===== src/include/ufe_pkg.sv =====
/*
  Constants for the serial port with framing-error check.
  Assumes a single 200 MHz clock and a plain register port.
*/
package ufe_pkg;
  localparam int CLK_HZ = 200_000_000;
  localparam logic [3:0] ADDR_SCTL = 4'h0;
  localparam logic [3:0] ADDR_TXDATA = 4'h1;
  localparam logic [3:0] ADDR_RXDATA = 4'h2;
  localparam logic [3:0] ADDR_PWR = 4'h3;
  localparam logic [3:0] ADDR_BAUD_TX = 4'h4;
  localparam logic [3:0] ADDR_BAUD_RX = 4'h5;
  localparam logic [3:0] ADDR_IRQ_STAT = 4'h6;
  localparam logic [3:0] ADDR_IRQ_MASK = 4'h7;
  localparam int BIT_FE = 7;
  localparam int BIT_SM1 = 6;
  localparam int BIT_REN = 4;
  localparam int BIT_TB8 = 3;
  localparam int BIT_RB8 = 2;
  localparam int BIT_TI = 1;
  localparam int BIT_RI = 0;
  localparam int BIT_FCS = 6;
  localparam logic [7:0] SCTL_RST = 8'h00;
  localparam logic [7:0] PWR_RST = 8'h00;
  localparam logic [15:0] BAUD_RST = 16'h06C8;
  localparam logic [2:0] IRQ_RST = 3'h0;
  localparam int IRQ_RX = 0;
  localparam int IRQ_TX = 1;
  localparam int IRQ_FE = 2;
  typedef enum logic [3:0] {
    RX_IDLE = 4'b0001,
    RX_START = 4'b0010,
    RX_DATA = 4'b0100,
    RX_STOP = 4'b1000
  } ufe_rx_e;
  typedef enum logic [2:0] {
    TX_IDLE = 3'b001,
    TX_SHIFT = 3'b010,
    TX_DONE = 3'b100
  } ufe_tx_e;
endpackage


===== src/rtl/ufe_uart.sv =====
/*
  Serial port, asynchronous modes 1..3, with framing-error check.
  Assumes rxd is synchronous to mclk and the register master never waits.
*/
// Function
// - The port is a full-duplex UART in asynchronous modes one, two and three.
// - Transmitter and receiver run at once, each with its own baud divider.
// - Framing check applies in modes one to three only.
// - Framing check is active only while the check-select bit in the power register is set.
// - With the check on, the stop-bit sample of every frame is examined.
// - A bad stop bit with the check on sets the framing error flag.
// - The framing error flag stays set until software or reset clears it.
// - With the check on, receive-done rises at the stop bit, not the last data bit.
// - The flag sits in bit 7 of the serial control register, shared with mode bit 0, seen only with check-select set.
// - Software clears the flag by writing zero; hardware never clears it.
module ufe_uart
  import ufe_pkg::*;
(
  // Clock and reset
  input wire logic mclk,
  input wire logic rst_n,
  // Register port
  input wire logic [3:0] addr,
  input wire logic [7:0] wdata,
  input wire logic wr,
  input wire logic rd,
  output logic [7:0] rdata,
  // Serial line
  input wire logic rxd,
  output logic txd,
  // Interrupt
  output logic irq
);
  logic [7:0] sctl_ff;
  logic fe_ff;
  logic sm0_ff;
  logic fcs_ff;
  logic [7:0] pwr_ff;
  logic [15:0] btx_ff;
  logic [15:0] brx_ff;
  logic [2:0] ist_ff;
  logic [2:0] imask_ff;
  logic [7:0] rdata_ff;
  logic [7:0] rbuf_ff;
  ufe_rx_e rx_ff;
  ufe_tx_e tx_ff;
  logic [15:0] rcnt_ff;
  logic [3:0] rbit_ff;
  logic [8:0] rsh_ff;
  logic [15:0] tcnt_ff;
  logic [3:0] tbit_ff;
  logic [10:0] tsh_ff;
  logic txd_ff;

  // Decode of one register address
  function automatic logic hit(input logic [3:0] a, input logic [3:0] target);
    return a == target;
  endfunction

  wire [1:0] mode = {sm0_ff, sctl_ff[BIT_SM1]};
  wire async_mode = (mode != 2'b00);
  wire check_on = fcs_ff && async_mode;
  wire nine_bit = mode[1];
  wire [3:0] nbits = nine_bit ? 4'd9 : 4'd8;
  wire sel_sctl = hit(addr, ADDR_SCTL);
  wire sel_tx = hit(addr, ADDR_TXDATA);
  wire sel_rx = hit(addr, ADDR_RXDATA);
  wire sel_pwr = hit(addr, ADDR_PWR);
  wire sel_btx = hit(addr, ADDR_BAUD_TX);
  wire sel_brx = hit(addr, ADDR_BAUD_RX);
  wire sel_ist = hit(addr, ADDR_IRQ_STAT);
  wire sel_imk = hit(addr, ADDR_IRQ_MASK);

  wire rtick = (rcnt_ff == 16'h0000);
  wire ttick = (tcnt_ff == 16'h0000);
  wire [15:0] half_rx = {1'b0, brx_ff[15:1]};

  // Receiver events
  wire rx_last_data = (rx_ff == RX_DATA) && rtick && (rbit_ff == nbits - 4'd1);
  wire rx_stop = (rx_ff == RX_STOP) && rtick;
  wire stop_bad = rx_stop && check_on && !rxd;
  wire rx_done = check_on ? rx_stop : rx_last_data;
  wire tx_done = (tx_ff == TX_DONE);
  // Ninth bit: still on the line without check, already shifted in at the stop sample
  wire rb8_in = check_on ? rsh_ff[8] : rxd;

  wire [7:0] sctl_rd = {fcs_ff ? fe_ff : sm0_ff, sctl_ff[6:0]};

  wire [7:0] rd_mux =
    sel_sctl ? sctl_rd :
    sel_rx ? rbuf_ff :
    sel_pwr ? {1'b0, fcs_ff, pwr_ff[5:0]} :
    sel_btx ? btx_ff[7:0] :
    sel_brx ? brx_ff[7:0] :
    sel_ist ? {5'h00, ist_ff} :
    sel_imk ? {5'h00, imask_ff} :
    8'h00;

  wire [2:0] ev = {stop_bad, tx_done, rx_done};

  // Software bits of the serial control register
  always_ff @(posedge mclk) begin
    if (!rst_n) begin
      sctl_ff[7:3] <= SCTL_RST[7:3];
    end else if (wr && sel_sctl) begin
      sctl_ff[6:3] <= wdata[6:3];
    end
  end

  // Receive-done and transmit-done flags; set wins over a clearing write
  wire [1:0] flag_set = {tx_done, rx_done};
  for (genvar i = 0; i < 2; i++) begin : g_flag
    always_ff @(posedge mclk) begin
      if (!rst_n) begin
        sctl_ff[i] <= SCTL_RST[i];
      end else if (flag_set[i]) begin
        sctl_ff[i] <= 1'b1;
      end else if (wr && sel_sctl) begin
        sctl_ff[i] <= wdata[i];
      end
    end
  end

  // Received ninth bit in modes two and three
  always_ff @(posedge mclk) begin
    if (!rst_n) begin
      sctl_ff[BIT_RB8] <= SCTL_RST[BIT_RB8];
    end else if (rx_done && nine_bit) begin
      sctl_ff[BIT_RB8] <= rb8_in;
    end else if (wr && sel_sctl) begin
      sctl_ff[BIT_RB8] <= wdata[BIT_RB8];
    end
  end

  // Mode bit 0, written only while check select is clear
  always_ff @(posedge mclk) begin
    if (!rst_n) begin
      sm0_ff <= 1'b0;
    end else if (wr && sel_sctl && !fcs_ff) begin
      sm0_ff <= wdata[BIT_FE];
    end
  end

  // Power register with check select
  always_ff @(posedge mclk) begin
    if (!rst_n) begin
      fcs_ff <= 1'b0;
      pwr_ff <= PWR_RST;
    end else if (wr && sel_pwr) begin
      fcs_ff <= wdata[BIT_FCS];
      pwr_ff <= wdata;
    end
  end

  // Baud dividers, low byte writable; a write clears the high byte
  always_ff @(posedge mclk) begin
    if (!rst_n) begin
      btx_ff <= BAUD_RST;
      brx_ff <= BAUD_RST;
    end else begin
      if (wr && sel_btx) begin
        btx_ff <= {8'h00, wdata};
      end
      if (wr && sel_brx) begin
        brx_ff <= {8'h00, wdata};
      end
    end
  end

  // Interrupt mask
  always_ff @(posedge mclk) begin
    if (!rst_n) begin
      imask_ff <= IRQ_RST;
    end else if (wr && sel_imk) begin
      imask_ff <= wdata[2:0];
    end
  end

  // Framing error flag: set wins over clear
  always_ff @(posedge mclk) begin
    if (!rst_n) begin
      fe_ff <= 1'b0;
    end else if (stop_bad) begin
      fe_ff <= 1'b1;
    end else if (wr && sel_sctl && fcs_ff && !wdata[BIT_FE]) begin
      fe_ff <= 1'b0;
    end
  end

  // Interrupt status, one write-one-to-clear bit per event; set wins
  for (genvar i = 0; i < 3; i++) begin : g_ist
    always_ff @(posedge mclk) begin
      if (!rst_n) begin
        ist_ff[i] <= IRQ_RST[i];
      end else if (ev[i]) begin
        ist_ff[i] <= 1'b1;
      end else if (wr && sel_ist && wdata[i]) begin
        ist_ff[i] <= 1'b0;
      end
    end
  end

  // Reads return zero outside their cycle

  always_ff @(posedge mclk) begin
    if (!rst_n) begin
      rdata_ff <= 8'h00;
    end else begin
      rdata_ff <= rd ? rd_mux : 8'h00;
    end
  end

  // Receiver, own divider
  always_ff @(posedge mclk) begin
    if (!rst_n) begin
      rx_ff <= RX_IDLE;
      rcnt_ff <= 16'h0000;
      rbit_ff <= 4'h0;
      rsh_ff <= 9'h000;
      rbuf_ff <= 8'h00;
    end else begin
      rcnt_ff <= rtick ? brx_ff : rcnt_ff - 16'd1;
      case (rx_ff)
        RX_IDLE: begin
          // Start edge: wait half a bit to sample mid-start
          if (async_mode && sctl_ff[BIT_REN] && !rxd) begin
            rx_ff <= RX_START;
            rcnt_ff <= half_rx;
          end
        end
        RX_START: begin
          if (rtick) begin
            rx_ff <= rxd ? RX_IDLE : RX_DATA;
            rbit_ff <= 4'h0;
          end
        end
        RX_DATA: begin
          if (rtick) begin
            rsh_ff <= {rxd, rsh_ff[8:1]};
            rbit_ff <= rbit_ff + 4'd1;
            if (rbit_ff == nbits - 4'd1) begin
              rx_ff <= RX_STOP;
              rbuf_ff <= nine_bit ? rsh_ff[8:1] : {rxd, rsh_ff[8:2]};
            end
          end
        end
        RX_STOP: begin
          if (rtick) begin
            rx_ff <= RX_IDLE;
          end
        end
        default: rx_ff <= RX_IDLE;
      endcase
    end
  end

  // Transmitter, own divider
  always_ff @(posedge mclk) begin
    if (!rst_n) begin
      tx_ff <= TX_IDLE;
      tcnt_ff <= 16'h0000;
      tbit_ff <= 4'h0;
      tsh_ff <= 11'h7FF;
      txd_ff <= 1'b1;
    end else begin
      tcnt_ff <= ttick ? btx_ff : tcnt_ff - 16'd1;
      case (tx_ff)
        TX_IDLE: begin
          txd_ff <= 1'b1;
          if (wr && sel_tx && async_mode) begin
            tx_ff <= TX_SHIFT;
            tcnt_ff <= btx_ff;
            // One tick past the stop bit keeps it a full bit time
            tbit_ff <= nbits + 4'd3;
            tsh_ff <= nine_bit ? {1'b1, sctl_ff[BIT_TB8], wdata, 1'b0} : {2'b11, wdata, 1'b0};
          end
        end
        TX_SHIFT: begin
          if (ttick) begin
            txd_ff <= tsh_ff[0];
            tsh_ff <= {1'b1, tsh_ff[10:1]};
            tbit_ff <= tbit_ff - 4'd1;
            if (tbit_ff == 4'd1) begin
              tx_ff <= TX_DONE;
            end
          end
        end
        TX_DONE: begin
          tx_ff <= TX_IDLE;
        end
        default: tx_ff <= TX_IDLE;
      endcase
    end
  end

  assign rdata = rdata_ff;
  assign txd = txd_ff;
  assign irq = |(ist_ff & imask_ff);
endmodule


===== config.mk =====
export PLATFORM = sky130hd
export DESIGN_NAME = ufe_uart
export DESIGN_NICKNAME = d
export VERILOG_FILES = /design/src/include/ufe_pkg.sv /design/src/rtl/ufe_uart.sv
export SDC_FILE = /design/constraint.sdc
export NUM_CORES = 1
export LEC_CHECK = 0
export BUFFER_PORTS_ARGS = -buffer_cell sky130_fd_sc_hd__buf_4
export CAP_MARGIN = 20
export CORE_MARGIN = 5
export CORE_UTILIZATION = 55
export CTS_BUF_LIST = sky130_fd_sc_hd__clkbuf_2 sky130_fd_sc_hd__clkbuf_4 sky130_fd_sc_hd__clkbuf_8
export CTS_CLUSTER_DIAMETER = 40
export DETAILED_ROUTE_END_ITERATION = 8
export PLACE_DENSITY = 0.83
export SLEW_MARGIN = 20
export SYNTH_ARGS = -nofsm -noshare
export SYNTH_HDL_FRONTEND = slang
export SYNTH_SLANG_ARGS = --single-unit

===== constraint.sdc =====
create_clock -name mclk -period 2.7 [get_ports mclk]
set_input_delay 0.405 -clock mclk [delete_from_list [all_inputs] [get_ports mclk]]
set_output_delay 0.405 -clock mclk [all_outputs]
set_load 0.1 [all_outputs]

==> results.cfg <==
[floorplanning]
die-height_microns = 114
die_area_sq_mm = 0.0129
dieWidth_microns = 114
start_util = 0.569
number_of_rows_created_at_floorplan = 37
boundaryPins = 27
core_sq_mm = 0.0104

[setup_path]
timing.critical_path.fanout_max = 11
worst_setup_path_start_kind = flip-flop
end_kind = flip-flop
worst_ep_arrival_time_ns = 2.57
worst-r2r-cell-count = 6
reg2reg_slack_ns = 0.41
crit_path_class = reg -> reg
worstReg2RegEnd = tcnt_ff[6]
r2r_start = tcnt_ff[12]
worst_ep_required_time_ns = 2.98

[global_route]
groute.usage.overall = 0.233
wire_length_of_the_first_global_routing_pass_mm = 24.2
grt_max_degree = 40
first_global_vias = 4984
globalRouteOverflowTotal = 0
initial_antenna_violation_count = 0

[sta]
worst_slew_margin_rel = 0.470
clock_skew_ns = 0.0187
worst_margin_pin_slew_ns = 0.793
grt_setup_unrepaired = false
endpoints_failing_setup = 0
finalHoldViolations = 0
report.final.slew_viol_count = 0
post-route-min-period_ns = 2.29
max_freq_mhz = 437
fin_setup_tns_ns = 0
final.period_utilization = 0.848
post-route-worst-setup-slack_ns = 0.410

[yosys]
synthesis.area_per_instance_sq_um = 8.61
synth_edf_count = 0
post-synth-top-area-fraction = 0.414
synth-compound-area-share = 0.139
post_synth_num_cell_types = 68
yosys.area_share.xor_xnor = 0.0327
synth.yosys.seq_area_share = 0.414
synthDominantAreaCellType = dfxtp_1
post_synth_most_frequent_cells = dfxtp_1 (122), nor2_1 (107), nand2_1 (84)
dominantRegCellSynth = dfxtp_1
post_synth_instance_area_sq_mm = 0.00590
post_synth_fa_ha_maj_area_fraction = 0.0106
synth_top_family_by_area = simple AND/OR/NAND/NOR gates
ys_warn_count = 0
synth.ff_latch_count = 122
netlist_top_cells_area = dfxtp_1 (41%), mux2i_1 (9.3%), nor2_1 (6.8%), nand2_1 (5.3%), a21oi_1 (4.1%)
asyncSetResetFlopFracSynth = 0
synthCells = 685
net_count_synth = 707
muxShareOfSynthArea = 0.122
simple_gate_fraction_of_synth_area = 0.238
synth_most_common_cell = dfxtp_1

[drt]
dr.first_iter.drc_count = 463
detail_route.drc_violations = 0
detail_route.wl_per_cell_microns = 17.1
pre_repair_dr_iteration_count = 6
route.final.wire_length_mm = 14.5
detailroute.via_count = 5121
viasPerCell = 6.04
residual_antenna_violating_net_count_after_detailed_routing = 0

[place]
buffer_ports.inserted = 26
place_worst_setup_slack_ns = 0.374
dp_hpwl_mm = 10.2
gp_routability_congestion = 0.893
placedInstanceArea_sq_mm = 0.00616

[finish]
area_growth_syn_to_layout_pct = 11.6
layout_cells_sized_above_1 = 0.150
num_antenna_cells = 0
fill_cells = 834
final_core_utilization = 0.635
final_net_count = 722
multi_input_comb_area_sq_mm = 0.00321
post-route-cell-area_sq_mm = 0.00658
regArea_sq_mm = 0.00244

[cts]
clock_sink_count = 122
worst_setup_hold_path_clk_slew_ns = 0.07
h_tree_lvls = 4
post_cts_resize_count = 0
clockBufferDepth = 2
cts_root_buffer = clkbuf_8
cts.repair_timing.setup_buffer_count = 0
cts.hold.buffers_added = 0
cts_buffers = 17
cts_tree = done
worstSkewPairLatency_ns = 0.44

[min_path]
worst_hold_path_type = in -> reg
hold-path-endpoint = rdata[7]
hold_start = addr[3]
worst_hold_path.num_cells = 2

[status]
outcome = completed

[pwr]
vdd_drop_max_uv = 544
p_leak_nw = 2.56
power_per_cell_area_mw_per_mm2 = 857

[run]
cap_violations = 0
## report_power, final
group	internal, W	switching (W)	leakage (nW)
Sequential	0.00200	0.000227	0.990
Combinational	0.000722	0.000977	1.36
Clock	0.000978	0.000737	0.207
Total	0.00370	0.00194	2.56
## state kept, by name (all words and copies together) (netlist names), 4 cells and up
signal / cells
rsh_ff: 8
tsh_ff: 10
pwr_ff: 6
rx_ff: 4
rbuf_ff: 8
brx_ff: 9
tcnt_ff: 16
rdata: 8
btx_ff: 9
rcnt_ff: 16
tbit_ff: 4
rbit_ff: 4
sctl_ff: 6
## worst max-delay path, cell delays in order, from the launching register on
cell      delay, ns
dfxtp_1        0.34
or4_4          0.59
nor4_4         0.47
a21oi_2        0.26
buf_4          0.25
nor2_1         0.15
a211oi_2       0.06
## cells by family after synthesis
family,count (synthesis)
multiplexers,67
adder cells (fa/ha/maj),5
AND/OR/NAND/NOR,289
flip-flops,122
buffers and inverters,56
XOR/XNOR,22
AO/OA/AOI/OAI,124
## cells in the final DEF, fill, tap and decap left out, types with 3 or more instances in the layout
cell | Yosys | final
or4_1 | 5 | 5
nor4_1 | 8 | 7
clkbuf_8 | 0 | 20
or2_2 | 3 | 3
xnor2_1 | 14 | 14
a22oi_1 | 4 | 4
nor3b_1 | 8 | 7
nand3_1 | 6 | 6
clkinv_2 | 0 | 3
nor3_1 | 19 | 19
a211oi_1 | 4 | 4
inv_1 | 14 | 13
o211ai_1 | 7 | 7
a221oi_1 | 3 | 3
clkinvlp_4 | 0 | 3
dfxtp_1 | 122 | 122
nand4b_1 | 3 | 3
nand2_1 | 84 | 84
a31oi_1 | 3 | 3
xor2_1 | 8 | 8
nand4_1 | 5 | 5
nor2b_1 | 5 | 5
bufinv_16 | 0 | 3
or3_1 | 5 | 5
mux4_2 | 3 | 3
buf_4 | 1 | 38
and3_1 | 5 | 5
nand2b_1 | 8 | 8
mux2_2 | 8 | 8
a21oi_1 | 48 | 48
nor2_1 | 107 | 107
a21boi_0 | 3 | 3
a211oi_2 | 8 | 8
mux2i_1 | 55 | 55
o22ai_1 | 4 | 4
o21ai_0 | 24 | 24
ha_1 | 5 | 5
nor4_2 | 2 | 3
## stage by stage
step                std cells  hold WS [ns]  power (W)
floorplan                 685         0.419    0.00361
global placement          817         0.436    0.00384
detailed placement        817         0.453    0.00393
CTS                       848         0.226    0.00564
global route              848         0.222    0.00596
finish                    848         0.248    0.00564
## final cells by class
type                            count  area share
Clock inverter                     11      0.0221
Tap cell                          136      0.0259
Inverter                           14     0.00798
Timing Repair Buffer               38      0.0433
Sequential cell                   122       0.371
Clock buffer                       20      0.0418
Multi-Input combinational cell    507       0.488
## per-layer routing
metal	routed length (microns)	GRT usage	share of wire	vias up
met4	471	0.110	0.032	0
met2	6740	0.370	0.46	232
met3	1150	0.0626	0.079	45
met5	0	0	0	-
met1	6130	0.294	0.42	2411
li1	-	-	-	2433
## worst max path at each step
stage	from	end	slack, ns	cells after the start
5_1_grt	tcnt_ff[12]	tcnt_ff[6]	0.34	6
4_1_cts	tcnt_ff[10]	tcnt_ff[6]	0.43	6
6_report	tcnt_ff[12]	tcnt_ff[6]	0.41	6
3_3_place_gp	addr[0]	tbit_ff[2]	0.47	7
2_1_floorplan	addr[3]	tcnt_ff[0]	0.68	9
3_5_place_dp	addr[0]	tsh_ff[7]	0.37	7
No activity file was read; power rests on OpenSTA's default activity.
